[src/pkg/bmx_pkg.sv]
package bmx_pkg;

	// Bus phase codes reported by the core sequencer
	localparam logic [2:0] PH_IDLE = 3'h0;
	localparam logic [2:0] PH_T1   = 3'h1;
	localparam logic [2:0] PH_T2   = 3'h2;
	localparam logic [2:0] PH_T3   = 3'h3;
	localparam logic [2:0] PH_T4   = 3'h4;

	// Queue status codes, upper bit first
	localparam logic [1:0] QS_NOP    = 2'h0;
	localparam logic [1:0] QS_FIRST  = 2'h1;
	localparam logic [1:0] QS_FLUSH  = 2'h2;
	localparam logic [1:0] QS_SUBSEQ = 2'h3;

	// Pin levels
	localparam logic [2:0] STATUS_PASSIVE = 3'h7;
	localparam logic       LINE_IDLE      = 1'h1;
	localparam logic       LINE_PULSE     = 1'h0;
	localparam logic       PIN_HIGH       = 1'h1;
	localparam logic       MODE_MAX       = 1'h0;

	// Cycles a bus cycle may start after an idle-bus request
	localparam logic [1:0] IDLE_WINDOW = 2'h3;

	typedef enum logic [4:0] {
		ST_OWN   = 5'h01,
		ST_WAIT  = 5'h02,
		ST_PULSE = 5'h04,
		ST_GRANT = 5'h08,
		ST_GAP   = 5'h10
	} bmx_state_t;

endpackage

[src/rtl/bmx_rg_line.sv]
`timescale 1ns/1ps
// One request/grant line: pulse detector and grant pulse driver
module bmx_rg_line (
	// Clock and reset
	input  wire logic i_sys_clk,
	input  wire logic i_reset,
	// Line pin
	input  wire logic i_line,
	output logic      o_line,
	output logic      o_line_oe,
	// Control
	input  wire logic i_drive_next,
	output logic      o_pulse_seen
);

	logic prev_q;
	logic oe_q;

	// Own pulse must not read back as a request
	assign o_pulse_seen = prev_q & ~i_line & ~oe_q;
	assign o_line       = bmx_pkg::LINE_PULSE;
	assign o_line_oe    = oe_q;

	always_ff @(posedge i_sys_clk) begin
		if (i_reset) begin
			prev_q <= bmx_pkg::LINE_IDLE;
			oe_q   <= 1'h0;
		end else begin
			prev_q <= i_line;
			oe_q   <= i_drive_next;
		end
	end

endmodule // bmx_rg_line

[src/rtl/bmx_exchange.sv]
`timescale 1ns/1ps
// What this block does
// - Grant is a one-clock low pulse in T4 or T1, bus floated, grant follows.
// - In grant the bus interface is disconnected and runs no transactions.
// - A third pulse ends tenure; bus reclaimed next clock into T4 or T1.
// - Each ownership exchange is exactly three low pulses: request, grant, release.
// - At least one idle clock passes after each exchange before the next pulse.
// - Release at T4 only if early request, not low byte, not first ack, unlocked.
// - Request on an idle bus releases the bus in the third clock after the request pulse.
// - Any bus cycle reaching T1 within 3 clocks of idle request counts as early.
// - Lock prefix drives lock low until the following instruction completes.
// - Lock output floats, reading as one, during grant.
// - Lock asserts at T2 of first interrupt ack, drops at T2 of second.
// - Queue status valid the cycle after its operation, never floated.
// - Queue codes: 00 none, 01 first byte, 10 emptied, 11 subsequent byte.
// - Constant-high pin drives one in maximum mode only, floats reading as one during grant.
// - Two request/grant lines, the first has priority, both pulled up.
// - Cycle status pins float at passive all-ones during grant.
// - Exchange, lock and queue behaviour only in maximum mode.
module bmx_exchange (
	// Clock and reset
	input  wire logic       i_sys_clk,
	input  wire logic       i_reset,
	// Mode strap, low selects maximum mode
	input  wire logic       i_min_max_select,
	// Core bus sequencer
	input  wire logic [2:0] i_bus_phase,
	input  wire logic       i_mem_cycle,
	input  wire logic       i_low_byte_of_word,
	input  wire logic       i_irq_ack_strobe,
	input  wire logic       i_irq_ack_first,
	input  wire logic       i_cycle_pending,
	input  wire logic [2:0] i_cycle_status,
	// Instruction flow
	input  wire logic       i_lock_prefix,
	input  wire logic       i_instr_done,
	input  wire logic       i_q_first,
	input  wire logic       i_q_subseq,
	input  wire logic       i_q_flush,
	// High priority request/grant line
	input  wire logic       i_req_grant_line_high_prio,
	output logic            o_req_grant_line_high_prio,
	output logic            o_req_grant_line_high_prio_oe,
	// Low priority request/grant line
	input  wire logic       i_req_grant_line_low_prio,
	output logic            o_req_grant_line_low_prio,
	output logic            o_req_grant_line_low_prio_oe,
	// Core handshake
	output logic            o_bus_float,
	output logic            o_reclaim_t4,
	output logic            o_reclaim_t1,
	// Lock pin
	output logic            o_lock_n,
	output logic            o_lock_oe,
	// Queue status pins
	output logic            o_queue_state_upper,
	output logic            o_queue_state_lower,
	// Cycle status pins
	output logic            o_cycle_status_bit_a,
	output logic            o_cycle_status_bit_b,
	output logic            o_cycle_status_bit_c,
	output logic            o_cycle_status_oe,
	// Constant-high pin
	output logic            o_const_high,
	output logic            o_const_high_oe
);

	function automatic logic [1:0] qs_encode(
		input logic first,
		input logic subseq,
		input logic flush
	);
		logic [1:0] code;
		code = bmx_pkg::QS_NOP;
		if (flush) begin
			code = bmx_pkg::QS_FLUSH;
		end else if (first) begin
			code = bmx_pkg::QS_FIRST;
		end else if (subseq) begin
			code = bmx_pkg::QS_SUBSEQ;
		end
		return code;
	endfunction

	bmx_pkg::bmx_state_t state_q;
	bmx_pkg::bmx_state_t state_d;

	logic       max_q;
	logic       pend_hp_q;
	logic       pend_hp_d;
	logic       pend_lp_q;
	logic       pend_lp_d;
	logic       sel_lp_q;
	logic       sel_lp_d;
	logic       early_q;
	logic       early_d;
	logic [1:0] win_q;
	logic [1:0] win_d;
	logic       ilock_q;
	logic       ilock_d;
	logic       alock_q;
	logic       alock_d;
	logic       bus_float_q;
	logic       reclaim_t4_q;
	logic       reclaim_t1_q;
	logic       lock_n_q;
	logic       lock_oe_q;
	logic [1:0] qs_q;
	logic [2:0] cs_q;
	logic       cs_oe_q;
	logic       high_oe_q;

	wire seen_hp;
	wire seen_lp;
	wire drive_hp;
	wire drive_lp;

	wire ph_idle  = (i_bus_phase == bmx_pkg::PH_IDLE);
	wire ph_t1    = (i_bus_phase == bmx_pkg::PH_T1);
	wire ph_t2    = (i_bus_phase == bmx_pkg::PH_T2);
	wire ph_t4    = (i_bus_phase == bmx_pkg::PH_T4);
	wire ph_early = ph_t1 | ph_t2;
	wire win_on   = (win_q != 2'h0);

	// A pulse on the granted line during grant is the release, not a request
	wire in_grant = (state_q == bmx_pkg::ST_GRANT);
	wire rel_seen = in_grant & (sel_lp_q ? seen_lp : seen_hp);
	wire req_hp   = seen_hp & ~(in_grant & ~sel_lp_q);
	wire req_lp   = seen_lp & ~(in_grant & sel_lp_q);
	wire any_req  = req_hp | req_lp;

	wire early_eff = early_q | (win_on & ph_t1);
	wire first_ack = i_irq_ack_strobe & i_irq_ack_first;

	// All four release conditions at the cycle end
	wire t4_ok = ph_t4 & early_eff & ~i_low_byte_of_word & ~first_ack & ~ilock_q;
	wire go    = ph_idle | t4_ok;

	wire float_d = (state_d == bmx_pkg::ST_PULSE) | (state_d == bmx_pkg::ST_GRANT);

	assign drive_hp = (state_d == bmx_pkg::ST_PULSE) & ~sel_lp_d;
	assign drive_lp = (state_d == bmx_pkg::ST_PULSE) & sel_lp_d;

	bmx_rg_line u_line_hp (
		.i_sys_clk    (i_sys_clk),
		.i_reset      (i_reset),
		.i_line       (i_req_grant_line_high_prio),
		.o_line       (o_req_grant_line_high_prio),
		.o_line_oe    (o_req_grant_line_high_prio_oe),
		.i_drive_next (drive_hp),
		.o_pulse_seen (seen_hp)
	);

	bmx_rg_line u_line_lp (
		.i_sys_clk    (i_sys_clk),
		.i_reset      (i_reset),
		.i_line       (i_req_grant_line_low_prio),
		.o_line       (o_req_grant_line_low_prio),
		.o_line_oe    (o_req_grant_line_low_prio_oe),
		.i_drive_next (drive_lp),
		.o_pulse_seen (seen_lp)
	);

	always_comb begin
		state_d   = state_q;
		pend_hp_d = pend_hp_q | req_hp;
		pend_lp_d = pend_lp_q | req_lp;
		sel_lp_d  = sel_lp_q;
		early_d   = early_q | (any_req & ph_early) | (win_on & ph_t1);
		win_d     = win_on ? win_q - 2'h1 : win_q;
		if (any_req & ph_idle) begin
			win_d = bmx_pkg::IDLE_WINDOW;
		end
		case (state_q)
			bmx_pkg::ST_OWN: begin
				if (pend_hp_q | pend_lp_q) begin
					state_d = bmx_pkg::ST_WAIT;
				end
			end
			bmx_pkg::ST_WAIT: begin
				if (go) begin
					// Priority decided at the grant, not at arrival
					state_d  = bmx_pkg::ST_PULSE;
					sel_lp_d = ~pend_hp_q;
					early_d  = 1'h0;
					win_d    = 2'h0;
					if (pend_hp_q) begin
						pend_hp_d = req_hp;
					end else begin
						pend_lp_d = req_lp;
					end
				end else if (ph_t4) begin
					// Missed this cycle: next one counts as early
					early_d = 1'h1;
				end
			end
			bmx_pkg::ST_PULSE: begin
				state_d = bmx_pkg::ST_GRANT;
			end
			bmx_pkg::ST_GRANT: begin
				if (rel_seen) begin
					state_d = bmx_pkg::ST_GAP;
				end
			end
			bmx_pkg::ST_GAP: begin
				state_d = bmx_pkg::ST_OWN;
			end
			default: begin
				state_d = bmx_pkg::ST_OWN;
			end
		endcase
		if (!max_q) begin
			state_d   = bmx_pkg::ST_OWN;
			pend_hp_d = 1'h0;
			pend_lp_d = 1'h0;
			early_d   = 1'h0;
			win_d     = 2'h0;
		end
	end

	// Prefix lock: set wins over the completion of the locked instruction
	assign ilock_d = max_q & (i_lock_prefix | (ilock_q & ~i_instr_done));

	// Interrupt acknowledge lock, loaded from the first-ack flag at T2 of each ack cycle
	wire ack_t2 = max_q & ph_t2 & i_irq_ack_strobe;
	assign alock_d = ack_t2 ? i_irq_ack_first : (alock_q & max_q);

	wire lock_act = ilock_d | alock_d;

	always_ff @(posedge i_sys_clk) begin
		if (i_reset) begin
			state_q   <= bmx_pkg::ST_OWN;
			max_q     <= 1'h0;
			pend_hp_q <= 1'h0;
			pend_lp_q <= 1'h0;
			sel_lp_q  <= 1'h0;
			early_q   <= 1'h0;
			win_q     <= 2'h0;
			ilock_q   <= 1'h0;
			alock_q   <= 1'h0;
		end else begin
			state_q   <= state_d;
			max_q     <= (i_min_max_select == bmx_pkg::MODE_MAX);
			pend_hp_q <= pend_hp_d;
			pend_lp_q <= pend_lp_d;
			sel_lp_q  <= sel_lp_d;
			early_q   <= early_d;
			win_q     <= win_d;
			ilock_q   <= ilock_d;
			alock_q   <= alock_d;
		end
	end

	// Pin and handshake registers
	always_ff @(posedge i_sys_clk) begin
		if (i_reset) begin
			bus_float_q  <= 1'h0;
			reclaim_t4_q <= 1'h0;
			reclaim_t1_q <= 1'h0;
			lock_n_q     <= bmx_pkg::PIN_HIGH;
			lock_oe_q    <= 1'h0;
			qs_q         <= bmx_pkg::QS_NOP;
			cs_q         <= bmx_pkg::STATUS_PASSIVE;
			cs_oe_q      <= 1'h0;
			high_oe_q    <= 1'h0;
		end else begin
			bus_float_q  <= float_d;
			reclaim_t4_q <= rel_seen & i_cycle_pending;
			reclaim_t1_q <= rel_seen & ~i_cycle_pending;
			lock_n_q     <= float_d | ~lock_act;
			lock_oe_q    <= max_q & ~float_d;
			qs_q         <= max_q ? qs_encode(i_q_first, i_q_subseq, i_q_flush) : bmx_pkg::QS_NOP;
			cs_q         <= float_d ? bmx_pkg::STATUS_PASSIVE : i_cycle_status;
			cs_oe_q      <= ~float_d;
			high_oe_q    <= max_q & ~float_d;
		end
	end

	assign o_bus_float          = bus_float_q;
	assign o_reclaim_t4         = reclaim_t4_q;
	assign o_reclaim_t1         = reclaim_t1_q;
	assign o_lock_n             = lock_n_q;
	assign o_lock_oe            = lock_oe_q;
	assign o_queue_state_upper  = qs_q[1];
	assign o_queue_state_lower  = qs_q[0];
	assign o_cycle_status_bit_c = cs_q[2];
	assign o_cycle_status_bit_b = cs_q[1];
	assign o_cycle_status_bit_a = cs_q[0];
	assign o_cycle_status_oe    = cs_oe_q;
	assign o_const_high         = bmx_pkg::PIN_HIGH;
	assign o_const_high_oe      = high_oe_q;

endmodule // bmx_exchange

[config.mk]
export PLATFORM = sky130hd
export DESIGN_NAME = bmx_exchange
export DESIGN_NICKNAME = d
export VERILOG_FILES = /design/src/pkg/bmx_pkg.sv /design/src/rtl/bmx_rg_line.sv /design/src/rtl/bmx_exchange.sv
export SDC_FILE = /design/constraint.sdc
export NUM_CORES = 1
export LEC_CHECK = 0
export ABC_AREA = 1
export BUFFER_PORTS_ARGS = -buffer_cell sky130_fd_sc_hd__buf_4
export CAP_MARGIN = 30
export CORE_AREA = 2 2 54 56
export DETAILED_ROUTE_END_ITERATION = 7
export DIE_AREA = 0 0 56 58
export PLACE_DENSITY = 0.74
export RECOVER_POWER = 100
export SYNTH_ARGS = -nofsm -noshare
export SYNTH_HDL_FRONTEND = slang
export SYNTH_SLANG_ARGS = --single-unit
export TNS_END_PERCENT = 100
[constraint.sdc]
create_clock -name i_sys_clk -period 1.3 [get_ports i_sys_clk]
set_input_delay 0.195 -clock i_sys_clk [delete_from_list [all_inputs] [get_ports i_sys_clk]]
set_output_delay 0.195 -clock i_sys_clk [all_outputs]
set_load 0.02 [all_outputs]
==> results of run 1 <==
how the worst min path moves through the flow:
| stage | slack [ps] | endpoint | start | cells past startpoint |
|---|---|---|---|---|
| floorplan | 260 | max_q$_SDFF_PP0_ | i_min_max_select | 1 |
| global placement | 350 | max_q$_SDFF_PP0_ | i_min_max_select | 2 |
| detailed placement | 350 | max_q$_SDFF_PP0_ | i_min_max_select | 2 |
| CTS | 10 | o_reclaim_t1$_SDFF_PP0_ | i_cycle_pending | 2 |
| global route | 10 | o_reclaim_t1$_SDFF_PP0_ | i_cycle_pending | 2 |
| finish | 30 | o_reclaim_t1$_SDFF_PP0_ | i_cycle_pending | 2 |
cell type report:
type / count / area share [%]
flip-flops and latches: 29 / 37.2
multi-input cells: 104 / 35.1
repair buffers: 35 / 13.3
inverters: 27 / 6.47
clock buffers: 7 / 3.51
well taps: 31 / 2.48
clock inverters: 1 / 1.92
worst register-to-register path: stages (launching register included):
cell                      delay (ps)
sky130_fd_sc_hd__dfxtp_2         340
sky130_fd_sc_hd__nor2_4          110
sky130_fd_sc_hd__nand2_2          60
sky130_fd_sc_hd__nor2_4          170
sky130_fd_sc_hd__nand2_2          70
sky130_fd_sc_hd__nand3_1         130
sky130_fd_sc_hd__nand2_2          80
sky130_fd_sc_hd__o21ai_0          70
sky130_fd_sc_hd__a21oi_1          80
synthesized netlist by cell type:
| library cell | number |
|---|---|
| sky130_fd_sc_hd__nor2_1 | 24 |
| sky130_fd_sc_hd__nand3_4 | 1 |
| sky130_fd_sc_hd__or2_2 | 1 |
| sky130_fd_sc_hd__o21ai_0 | 3 |
| sky130_fd_sc_hd__buf_4 | 4 |
| sky130_fd_sc_hd__nand2_1 | 30 |
| sky130_fd_sc_hd__clkinv_1 | 1 |
| sky130_fd_sc_hd__and3_4 | 1 |
| sky130_fd_sc_hd__clkbuf_8 | 1 |
| sky130_fd_sc_hd__inv_1 | 24 |
| sky130_fd_sc_hd__inv_2 | 2 |
| sky130_fd_sc_hd__o22ai_1 | 3 |
| sky130_fd_sc_hd__nand3_2 | 1 |
| sky130_fd_sc_hd__dfxtp_1 | 29 |
| sky130_fd_sc_hd__nor3_1 | 2 |
| sky130_fd_sc_hd__buf_6 | 1 |
| sky130_fd_sc_hd__nand2_4 | 1 |
| sky130_fd_sc_hd__nor2_4 | 1 |
| sky130_fd_sc_hd__nor2_2 | 4 |
| sky130_fd_sc_hd__a21oi_1 | 6 |
| sky130_fd_sc_hd__nand2_2 | 6 |
| sky130_fd_sc_hd__nand4_1 | 7 |
| sky130_fd_sc_hd__conb_1 | 2 |
| sky130_fd_sc_hd__nand3_1 | 10 |
state kept, by name (all words and copies together) (netlist names):
register,cells
o_bus_float,1
early_q,1
state_q,5
u_line_lp.o_line_oe,1
o_reclaim_t1,1
pend_lp_q,1
qs_q,2
o_const_high_oe,1
alock_q,1
ilock_q,1
o_cycle_status_oe,1
u_line_hp.prev_q,1
cs_q,3
u_line_hp.o_line_oe,1
o_lock_n,1
max_q,1
pend_hp_q,1
u_line_lp.prev_q,1
win_q,2
sel_lp_q,1
o_reclaim_t4,1
timing repair:
action / in CTS / in global routing
hold buffers: 1 / 0
endpoints found under the hold margin: 1 / 0
endpoints found under the setup margin: 0 / 6
resized for setup: 0 / 14
kinds of logic after synthesis:
logic type | after synthesis | synth area share (%)
buffers and inverters | 33 | 12.6
AND/OR/NAND/NOR | 89 | 35.1
AO/OA/AOI/OAI | 12 | 5.13
other | 2 | 0.603
flip-flops | 29 | 46.6
cells in the final DEF (no fill, tap or decap), types with 2 or more instances in the layout:
master / n
sky130_fd_sc_hd__a21oi_1: 6
sky130_fd_sc_hd__nor3_1: 2
sky130_fd_sc_hd__nand2_2: 11
sky130_fd_sc_hd__nor2_2: 5
sky130_fd_sc_hd__nor2_4: 2
sky130_fd_sc_hd__nand3_1: 7
sky130_fd_sc_hd__dfxtp_1: 27
sky130_fd_sc_hd__conb_1: 3
sky130_fd_sc_hd__buf_4: 18
sky130_fd_sc_hd__nor2_1: 22
sky130_fd_sc_hd__o21ai_0: 3
sky130_fd_sc_hd__inv_2: 3
sky130_fd_sc_hd__clkbuf_1: 16
sky130_fd_sc_hd__nand4_1: 7
sky130_fd_sc_hd__inv_1: 23
sky130_fd_sc_hd__nand2_1: 25
sky130_fd_sc_hd__dfxtp_2: 2
sky130_fd_sc_hd__clkbuf_4: 6
sky130_fd_sc_hd__o22ai_1: 3
sky130_fd_sc_hd__nand3_2: 4
through the flow:
stage	power [mW]	worst slack [ps]	cells	setup TNS, ps	utilization, %
global route	1.91	-19.9	234	-46.0	58.8
finish	1.84	65.2	234	0	58.8
CTS	1.87	38.1	234	0	59.4
detailed placement	1.11	62.3	225	0	55.9
floorplan	1.04	164	166	0	-
global placement	1.11	109	225	0	55.9
layer usage:
layer / wire [um] / vias up / track usage, % / part of all wire (%)
li1: - / 579 / - / -
met1: 1020 / 489 / 15.9 / 42
met2: 1310 / 13 / 28.4 / 54
met3: 76 / 2 / 4.91 / 3.1
met4: 27 / 0 / 11.9 / 1.1
met5: 0 / - / 0 / 0
power groups by stage:
stage | logic (mW) | clock network [mW] | registers [mW]
2_1_floorplan | 0.0916 | 0 | 0.948
3_3_place_gp | 0.169 | 0 | 0.936
3_5_place_dp | 0.174 | 0 | 0.937
4_1_cts | 0.177 | 0.777 | 0.916
5_1_grt | 0.186 | 0.808 | 0.919
6_report | 0.169 | 0.757 | 0.916
==> qor.tcl, run 1 <==
set qor(post_synth_main_area_contributors) {sky130_fd_sc_hd__dfxtp_1, sky130_fd_sc_hd__nand2_1, sky130_fd_sc_hd__inv_1, sky130_fd_sc_hd__nor2_1, sky130_fd_sc_hd__nand3_1}
set qor(crit_path_max_incr_delay_ps) 340
set qor(setup-violations-final) 0
set qor(total_switching_power_mw) 0.404
set qor(clock_path_buffers) 2
set qor(first_global_vias) 993
set qor(finalWeightedCongestion) 0.801
set qor(antenna_violating_nets_post_route) 0
set qor(crit_chain) {nor2_4, nand2_2, nor2_4, nand2_2, nand3_1, nand2_2, o21ai_0, a21oi_1}
set qor(layout.cell_area.non_filler_mm2) 0.00157
set qor(tritoncts) {built}
set qor(synth.top_cell.area_share_pct) 46.6
set qor(routed_wl_um) 2440
set qor(report.final.slew_viol_count) 0
set qor(clock_power_share_pct) 41.1
set qor(powerDensity_mw_per_mm2) 1180
set qor(worst_setup_path_endpoint) {early_q$_SDFF_PP0_}
set qor(r2r_cells) 8
set qor(grt_remaining_overflow) 0
set qor(clkSinkCount) 29
set qor(chipHeight_um) 58
set qor(initial_core_util_pct) 46.8
set qor(clock_insertion_delay_worst_skew_ps) 320
set qor(run_status) {finished clean}
set qor(end_kind) {flip-flop}
set qor(grt_max_degree) 11
set qor(crit-reg2reg-capture) {early_q$_SDFF_PP0_}
set qor(crit_path_start_kind) {flip-flop}
set qor(antennaDiodeCount) 0
set qor(wire_per_inst_um) 10.4
set qor(post_dr_vias_cell) 4.63
set qor(seq_power_share_pct) 49.7
set qor(grt_util_all_layers_pct) 16.1
set qor(num-fill-cells) 274
set qor(p_int_mw) 1.44
set qor(timing.final.crit_share_pct) 95.0
set qor(fin_skew_ps) 8.80
set qor(regArea_um2) 583
set qor(grt_antenna_before_repair) 0
set qor(fin_nets) 223
set qor(final.min_clock_period_ps) 1230
set qor(syn2layout_area_growth_pct) 25.8
set qor(critical_path.most_common_cell) {sky130_fd_sc_hd__nand2_2}
set qor(final_hold_viol_count) 0
set qor(hold_path.class) {in2reg}
set qor(fp-row-count) 19
set qor(dr.first_iter.drc_count) 13
set qor(sw_frac_of_total_pct) 21.9
set qor(cts.htree.levels) 2
set qor(hold_worst_slack_ps) 26.1
set qor(clock_tree.root_cell) {sky130_fd_sc_hd__clkbuf_4}
set qor(grt_pass1_wl_um) 3920
set qor(pwr-share-comb_pct) 9.2
set qor(timing.critical_path.buf_inv) 0
set qor(ir_worst_vdd_v) 0.00123
set qor(port_buffers) 33
set qor(die_w_um) 56
set qor(post_cts.repair.setup_buffers) 0
set qor(synth_area_mm2) 0.00124
set qor(clkSlewWorstSetupHoldPaths_ps) 90
set qor(max_freq_mhz) 810
set qor(drt_drc_violations_left) 0
set qor(cp.arrival_ps) 1440
set qor(synth.avg_cell_area_um2) 7.55
set qor(power_leakage_nw) 0.690
set qor(io_pins) 38
set qor(crit_cells) 8
set qor(yosysUniqueCellTypes) 24
set qor(r2r_setup_slack_ps) 70
set qor(synth_sequential_area_ratio_pct) 46.6
set qor(footprint_of_the_multi_input_gates_um2) 549
set qor(unrepaired_setup_endpoints_after_global_routing) {true}
set qor(synth_cells) 165
set qor(core_mm2) 0.00266
set qor(dr.pass1.iters) 4
set qor(post_dp_cell_area_mm2) 0.00149
set qor(critPathLaunch) {state_q[0]$_SDFF_PP1_}
set qor(synth_area_leader_cell) {sky130_fd_sc_hd__dfxtp_1}
set qor(numCtsBuffers) 5
set qor(dp_hpwl_um) 1940
set qor(worst_path_dominant_cell_family) {simple AND/OR/NAND/NOR gates}
set qor(cap_violations) 0
set qor(r2r_start) {state_q[0]$_SDFF_PP1_}
set qor(postSynthRegisterBits) 29
set qor(required_ps) 1510
set qor(yosysWarningCount) 0
set qor(slowest_cell_on_the_critical_path) {sky130_fd_sc_hd__dfxtp_2}
set qor(timing.setup.critical_path_class) {reg2reg}
set qor(crit_fanout) 5
set qor(final_layout_size_suffix_gt1_share_pct) 28.1
set qor(vias) 1083
set qor(floorplan.die_area_mm2) 0.00325
Note: power is estimated with default switching activity, not from simulation.
==> run 2, diff against run 1 <==
Settings changed: ABC_AREA 1 to unset, PLACE_DENSITY 0.74 to 0.76.
==> qor.tcl, run 2 <==
set qor(r2r_cells) 5 ;# -3
set qor(fin_nets) 214 ;# -4.0%
set qor(worstHoldEndpoint) {o_reclaim_t1$_SDFF_PP0_}
set qor(postSynthRegisterBits) 29 ;# unchanged
set qor(num-fill-cells) 215 ;# -22%
set qor(final_layout_size_suffix_gt1_share_pct) 40.2 ;# +12 points
set qor(violations) {setup timing}
set qor(setup-violations-final) 9 ;# +9
set qor(post_synth_main_area_contributors) {sky130_fd_sc_hd__dfxtp_1, sky130_fd_sc_hd__nor2_1, sky130_fd_sc_hd__a21oi_1, sky130_fd_sc_hd__o21ai_0, sky130_fd_sc_hd__nor3b_1}
set qor(unrepaired_setup_endpoints_after_global_routing) {true}
set qor(top_regs) {state_q: 5 flops, cs_q: 3 flops}
set qor(final_core_util_pct) 68.1 ;# +9.3 points
set qor(largest_reg_flops) 5 ;# unchanged
set qor(report.final.slew_viol_count) 0 ;# unchanged
set qor(fin_ws_ps) -35.8 ;# -101 ps
set qor(place_ws_ps) -157 ;# -219 ps
set qor(post_synth_most_frequent_cells) {sky130_fd_sc_hd__dfxtp_1, sky130_fd_sc_hd__nor2_1, sky130_fd_sc_hd__a21oi_1, sky130_fd_sc_hd__o21ai_0, sky130_fd_sc_hd__inv_1}
set qor(hold_path.class) {in2reg}
set qor(grt_util_all_layers_pct) 22.1 ;# +6.1 points
set qor(cap_violations) 0 ;# unchanged
set qor(timing.final.crit_share_pct) 103 ;# +7.8 points
set qor(synth.top_cell.area_share_pct) 45.1 ;# -1.5 points
set qor(synth.avg_cell_area_um2) 9.13 ;# +21%
set qor(chipHeight_um) 58 ;# unchanged
set qor(r2r_start) {state_q[4]$_SDFF_PP0_}
set qor(synth_cells) 141 ;# -15%
set qor(yosysWarningCount) 0 ;# unchanged
set qor(ys_async_sr_fraction_pct) 0 ;# unchanged
set qor(syn2layout_area_growth_pct) 40.8
set qor(cp.arrival_ps) 1560 ;# +120 ps
set qor(numCtsBuffers) 5 ;# unchanged
set qor(layout.cell_area.non_filler_mm2) 0.00181 ;# +16%
set qor(synth_area_mm2) 0.00129 ;# +3.4%
set qor(floorplan.die_area_mm2) 0.00325 ;# unchanged
set qor(dp_hpwl_um) 2280 ;# +17%
set qor(dr.first_iter.drc_count) 33 ;# +20
set qor(ir_worst_vdd_v) 0.00104 ;# -16%
set qor(dr.pass1.iters) 5 ;# +1
set qor(final.min_clock_period_ps) 1340 ;# +101 ps
set qor(crit-reg2reg-capture) {o_lock_n$_SDFF_PP1_}
set qor(end_kind) {flip-flop}
set qor(tritoncts) {built}
set qor(tightest_slew_margin_relative_to_the_limit_pct) 62.4
set qor(clock_insertion_delay_worst_skew_ps) 340 ;# +20 ps
set qor(vias) 1251 ;# +16%
set qor(run_status) {finished, violations left}
set qor(synth-edff-count) 0 ;# unchanged
set qor(grt_antenna_before_repair) 0 ;# unchanged
set qor(grt_pass1_wl_um) 5510 ;# +41%
set qor(most-common-layout-cells) {sky130_fd_sc_hd__buf_4, sky130_fd_sc_hd__dfxtp_1, sky130_fd_sc_hd__nor2_1, sky130_fd_sc_hd__clkbuf_1}
set qor(io_pins) 38 ;# unchanged
set qor(synth_sequential_area_ratio_pct) 45.1 ;# -1.5 points
set qor(crit_fanout) 6 ;# +1
set qor(total_power_mw) 1.65 ;# -10%
set qor(r2r_setup_slack_ps) -40 ;# -100 ps
set qor(dp.cells) 214 ;# -4.9%
set qor(holdPathStages) 2 ;# unchanged
set qor(first_global_vias) 1315 ;# +32%
set qor(timing.hold.worst.start) {i_cycle_pending}
set qor(clkSinkCount) 29 ;# unchanged
set qor(fin_skew_ps) 12.8 ;# +3.97 ps
set qor(setup_total_negative_slack_ps) -176 ;# -176 ps
set qor(powerDensity_mw_per_mm2) 912 ;# -22%
set qor(antennaDiodeCount) 0 ;# unchanged
set qor(clock_tree.root_cell) {sky130_fd_sc_hd__clkbuf_4}
set qor(fp-row-count) 19 ;# unchanged
set qor(largest_register) {state_q}
set qor(max_freq_mhz) 749 ;# -7.6%
set qor(yosysMostFrequentCell) {sky130_fd_sc_hd__dfxtp_1}
set qor(synth_area_leader_cell) {sky130_fd_sc_hd__dfxtp_1}
set qor(final_hold_viol_count) 0 ;# unchanged
set qor(post_dr_vias_cell) 5.56 ;# +20%
set qor(tightest_slew_ps) 564
set qor(power_leakage_nw) 0.697 ;# +1.0%
set qor(hold_worst_slack_ps) 7.44 ;# -18.6 ps
set qor(routed_wl_um) 3330 ;# +37%
set qor(grt_remaining_overflow) 0 ;# unchanged
set qor(cts.htree.levels) 2 ;# unchanged
set qor(timing.setup.critical_path_class) {reg2reg}
set qor(required_ps) 1520 ;# about the same
set qor(die_w_um) 56 ;# unchanged
set qor(clock_path_buffers) 2 ;# unchanged
set qor(grt_max_degree) 13 ;# +2
set qor(post_dp_cell_area_mm2) 0.00166 ;# +12%
set qor(port_buffers) 33 ;# unchanged
set qor(synth_top_flop_cell) {sky130_fd_sc_hd__dfxtp_1}
set qor(wire_per_inst_um) 14.8 ;# +42%
set qor(layout_commonest_cell) {sky130_fd_sc_hd__buf_4}
set qor(clkSlewWorstSetupHoldPaths_ps) 100 ;# about the same
set qor(finalWeightedCongestion) 0.859 ;# +7.2%
set qor(initial_core_util_pct) 48.4 ;# +1.6 points
set qor(fin_cells) 225 ;# -3.8%
set qor(drt_drc_violations_left) 0 ;# unchanged
set qor(core_mm2) 0.00266 ;# unchanged
set qor(antenna_violating_nets_post_route) 0 ;# unchanged
set qor(yosysUniqueCellTypes) 43 ;# +79%
set qor(crit_path_start_kind) {flip-flop}
run 2: cell types whose count changed after synthesis, sizes merged, moves of 3 or more:
cell	previous run	this run
a211oi	0	4
a21oi	6	9
inv	26	8
nand2	37	4
nand2b	0	3
nand3	12	2
nand4	7	1
nor2	29	17
nor3	2	6
nor3b	0	5
o211ai	0	4
o21ai	3	9
o22ai	3	0
run 2: kinds of logic (layout without fill, tap and decap cells):
family                 count (synthesis)  count (layout)  synth area share [%]
XOR/XNOR                               2               2                  1.36
other                                  2               3                 0.583
buffers and inverters                 16              68                  6.51
AO/OA/AOI/OAI                         38              38                  21.6
flip-flops                            29              29                  45.1
AND/OR/NAND/NOR                       53              53                  24.1
multiplexers                           1               1                 0.777
run 2: report_power, final:
part / switching, mW / internal, mW
clock network: 0.324 / 0.205
registers: 0.0109 / 0.904
logic: 0.109 / 0.101
total: 0.444 / 1.21
run 2: how the worst max path moves through the flow:
stage | startpoint | end | cells past startpoint
after detailed placement | state_q[0]$_SDFF_PP1_ | o_lock_n$_SDFF_PP1_ | 4
after global placement | state_q[0]$_SDFF_PP1_ | win_q[0]$_SDFF_PP0_ | 4
after global routing | state_q[2]$_SDFF_PP0_ | o_lock_n$_SDFF_PP1_ | 4
final | state_q[4]$_SDFF_PP0_ | o_lock_n$_SDFF_PP1_ | 5
after CTS | state_q[4]$_SDFF_PP0_ | o_lock_n$_SDFF_PP1_ | 5
after floorplan | state_q[2]$_SDFF_PP0_ | o_const_high_oe$_SDFF_PP0_ | 5
run 2: cell type report:
cell class,count,area [um2],share of cell area (%)
clock inverter,2,10.0,0.552
tap,31,38.8,2.14
inverter,8,30.0,1.66
sequential,29,593,32.7
clock buffer,6,41.3,2.28
timing repair buffer,52,344,19.0
multi-input combinational,97,756,41.7
run 2: what timing repair did:
action / CTS / global route
setup buffers: 2 / 0
hold endpoints to repair: 1 / 0
setup endpoints to repair: 21 / 21
hold buffers: 1 / 0
pin swaps: 7 / 9
gates resized for setup: 18 / 21
run 2: layer usage:
metal  routed length [um]  track usage, %
met4                   95            13.9
met2                 1690            38.5
met3                  237            6.25
met1                 1310            23.7
met5                    0               0
run 2: critical path, stage by stage, from the launching register on:
cell and delay, ps:
sky130_fd_sc_hd__dfxtp_2 360, sky130_fd_sc_hd__nor4b_4 280, sky130_fd_sc_hd__buf_6 180, sky130_fd_sc_hd__o211ai_4 100
sky130_fd_sc_hd__nand4_1 200, sky130_fd_sc_hd__o21ai_1 100
==> run 3, diff against run 2 <==
Settings changed: CORE_AREA 2 2 54 56 to 2 2 53 55, CTS_BUF_LIST set to sky130_fd_sc_hd__clkbuf_2, DIE_AREA 0 0 56 58 to 0 0 55 57, PLACE_DENSITY 0.76 to 0.78.
==> qor.tcl, run 3 (synthesis results as in run 2) <==
set qor(total_power_mw) 1.57 ;# -4.9%
set qor(port_buffers) 33 ;# unchanged
set qor(grt_max_degree) 13 ;# unchanged
set qor(dr.pass1.iters) 4 ;# -1
set qor(final_hold_viol_count) 0 ;# unchanged
set qor(powerDensity_mw_per_mm2) 832 ;# -8.8%
set qor(seq_power_share_pct) 58.3 ;# +3.0 points
set qor(setup_total_negative_slack_ps) -252 ;# -76.1 ps
set qor(layout_commonest_cell) {sky130_fd_sc_hd__buf_4}
set qor(final.min_clock_period_ps) 1390 ;# +53.0 ps
set qor(grt_util_all_layers_pct) 26.1 ;# +4.0 points
set qor(place_ws_ps) -147 ;# +9.71 ps
set qor(die_w_um) 55 ;# -1.8%
set qor(clock_insertion_delay_worst_skew_ps) 360 ;# +20 ps
set qor(footprint_of_the_multi_input_gates_um2) 793 ;# +5.0%
set qor(ir_worst_vdd_v) 0.000754 ;# -27%
set qor(crit_fanout) 5 ;# -1
set qor(wire_per_inst_um) 15.3 ;# +3.5%
set qor(grt_remaining_overflow) 0 ;# unchanged
set qor(power_leakage_nw) 0.743 ;# +6.6%
set qor(unrepaired_setup_endpoints_after_global_routing) {true}
set qor(crit_path_start_kind) {flip-flop}
set qor(max_freq_mhz) 720 ;# -3.8%
set qor(dp.cells) 215 ;# +0.47%
set qor(dr.first_iter.drc_count) 33 ;# unchanged
set qor(clkSlewWorstSetupHoldPaths_ps) 150 ;# +50 ps
set qor(holdPathStages) 3 ;# +1
set qor(clkSinkCount) 29 ;# unchanged
set qor(grt_pass1_wl_um) 5720 ;# +3.8%
set qor(hold_worst_slack_ps) 18.5 ;# +11.0 ps
set qor(tightest_slew_ps) 645 ;# +81.0 ps
set qor(p_int_mw) 1.14 ;# -6.2%
set qor(total_switching_power_mw) 0.437 ;# -1.6%
set qor(antenna_violating_nets_post_route) 0 ;# unchanged
set qor(report.final.slew_viol_count) 0 ;# unchanged
set qor(run_status) {finished, violations left}
set qor(post_dp_cell_area_mm2) 0.00167 ;# +0.45%
set qor(clock_tree.root_cell) {sky130_fd_sc_hd__clkbuf_2}
set qor(fin_ws_ps) -88.9 ;# -53.0 ps
set qor(tritoncts) {built}
set qor(most-common-layout-cells) {sky130_fd_sc_hd__buf_4, sky130_fd_sc_hd__dfxtp_1, sky130_fd_sc_hd__nor2_1}
set qor(chipHeight_um) 57 ;# -1.7%
set qor(top_regs) {state_q: 5 flops, cs_q: 3 flops}
set qor(final_core_util_pct) 72.3 ;# +4.2 points
set qor(core_mm2) 0.00262 ;# -1.8%
set qor(num-fill-cells) 204 ;# -5.1%
set qor(vias) 1285 ;# +2.7%
set qor(initial_core_util_pct) 49.2 ;# +0.88 points
set qor(dp_hpwl_um) 2380 ;# +4.4%
set qor(largest_register) {state_q}
set qor(setup-violations-final) 10 ;# +1
set qor(fin_skew_ps) 13.4 ;# +0.636 ps
set qor(antennaDiodeCount) 0 ;# unchanged
set qor(regArea_um2) 598 ;# +0.84%
set qor(numCtsBuffers) 5 ;# unchanged
set qor(post_dr_vias_cell) 5.59 ;# +0.48%
set qor(clock_path_buffers) 2 ;# unchanged
set qor(fin_nets) 219 ;# +2.3%
set qor(top_layer_in_use) {met4}
set qor(hold_path.class) {in2reg}
set qor(cp.arrival_ps) 1640 ;# +80 ps
set qor(final_layout_size_suffix_gt1_share_pct) 44.2 ;# +4.0 points
set qor(tightest_slew_margin_relative_to_the_limit_pct) 57.0 ;# -5.4 points
set qor(route.met3.wl_um) 180 ;# -24%
set qor(sw_frac_of_total_pct) 27.8 ;# +0.95 points
set qor(clock_power_share_pct) 27.1 ;# -4.9 points
set qor(timing.setup.critical_path_class) {reg2reg}
set qor(drt_drc_violations_left) 0 ;# unchanged
set qor(layout.cell_area.non_filler_mm2) 0.00189 ;# +4.3%
set qor(timing.final.crit_share_pct) 107 ;# +4.1 points
set qor(cap_violations) 0 ;# unchanged
set qor(violations) {setup timing}
set qor(syn2layout_area_growth_pct) 46.8
set qor(drt-met1-wl_um) 1420 ;# +8.7%
set qor(grt_antenna_before_repair) 0 ;# unchanged
set qor(fin_cells) 230 ;# +2.2%
set qor(first_global_vias) 1291 ;# -1.8%
set qor(required_ps) 1550 ;# +30 ps
set qor(pwr-share-comb_pct) 14.6 ;# +1.9 points
set qor(finalWeightedCongestion) 0.810 ;# -5.7%
set qor(end_kind) {flip-flop}
set qor(largest_reg_flops) 5 ;# unchanged
set qor(fp-row-count) 19 ;# unchanged
set qor(io_pins) 38 ;# unchanged
set qor(route.met2.wl_um) 1900 ;# +13%
set qor(r2r_cells) 5 ;# unchanged
set qor(floorplan.die_area_mm2) 0.00314 ;# -3.5%
set qor(routed_wl_um) 3520 ;# +5.8%
set qor(cts.htree.levels) 2 ;# unchanged
[run 3: changes by cell type in the layout (fill, tap and decap cells not counted), moves of 2 or more]
cell and change:
sky130_fd_sc_hd__clkbuf_1 -2, sky130_fd_sc_hd__clkbuf_2 +5, sky130_fd_sc_hd__clkbuf_4 -5, sky130_fd_sc_hd__clkinv_1 +2, sky130_fd_sc_hd__dfxtp_1 -4, sky130_fd_sc_hd__dfxtp_2 +4, sky130_fd_sc_hd__dlygate4sd3_1 +4, sky130_fd_sc_hd__o21ai_1 -2
[run 3: worst paths after layout]
check                   startpoint                  end  slack, ps
max          state_q[0]$_SDFF_PP1_  win_q[0]$_SDFF_PP0_        -90
max reg2reg  state_q[0]$_SDFF_PP1_  win_q[0]$_SDFF_PP0_        -90
min reg2reg    win_q[1]$_SDFF_PP0_  win_q[1]$_SDFF_PP0_        490
min              i_cycle_status[2]   cs_q[2]$_SDFF_PP1_         20
[run 3: what timing repair did]
item / in CTS / in global routing
buffers inserted: 3 / 0
hold buffers: 4 / 1
setup endpoints to repair: 21 / 21
pin swaps: 7 / 13
hold endpoints to repair: 4 / 1
gates resized for setup: 23 / 26
[run 3: metal layers]
layer | up-vias | GRT usage [%]
li1 | 610 | -
met1 | 625 | 29.8
met2 | 46 | 42.7
met3 | 4 | 10.7
met4 | 0 | 9.76
met5 | - | 0
[run 3: critical path, cell delays in order (launching register included)]
cell	delay [ps]
sky130_fd_sc_hd__dfxtp_2	370
sky130_fd_sc_hd__nor4b_4	310
sky130_fd_sc_hd__buf_6	180
sky130_fd_sc_hd__a21oi_4	60
sky130_fd_sc_hd__o211ai_1	240
sky130_fd_sc_hd__a211oi_1	120
[run 3: area by class of cell]
cell class / count / share of cell area (%)
repair buffers: 57 / 20.8
well taps: 31 / 2.05
clock buffers: 5 / 1.32
flip-flops and latches: 29 / 31.6
clock inverters: 3 / 0.662
inverters: 8 / 1.59
multi-input cells: 97 / 42.0
[run 3: power by group through the flow]
stage,logic [mW],registers [mW],clock network [mW]
2_1_floorplan,0.0861,0.951,0
3_3_place_gp,0.194,0.938,0
3_5_place_dp,0.202,0.940,0
4_1_cts,0.226,0.919,0.431
5_1_grt,0.247,0.921,0.473
6_report,0.229,0.918,0.426
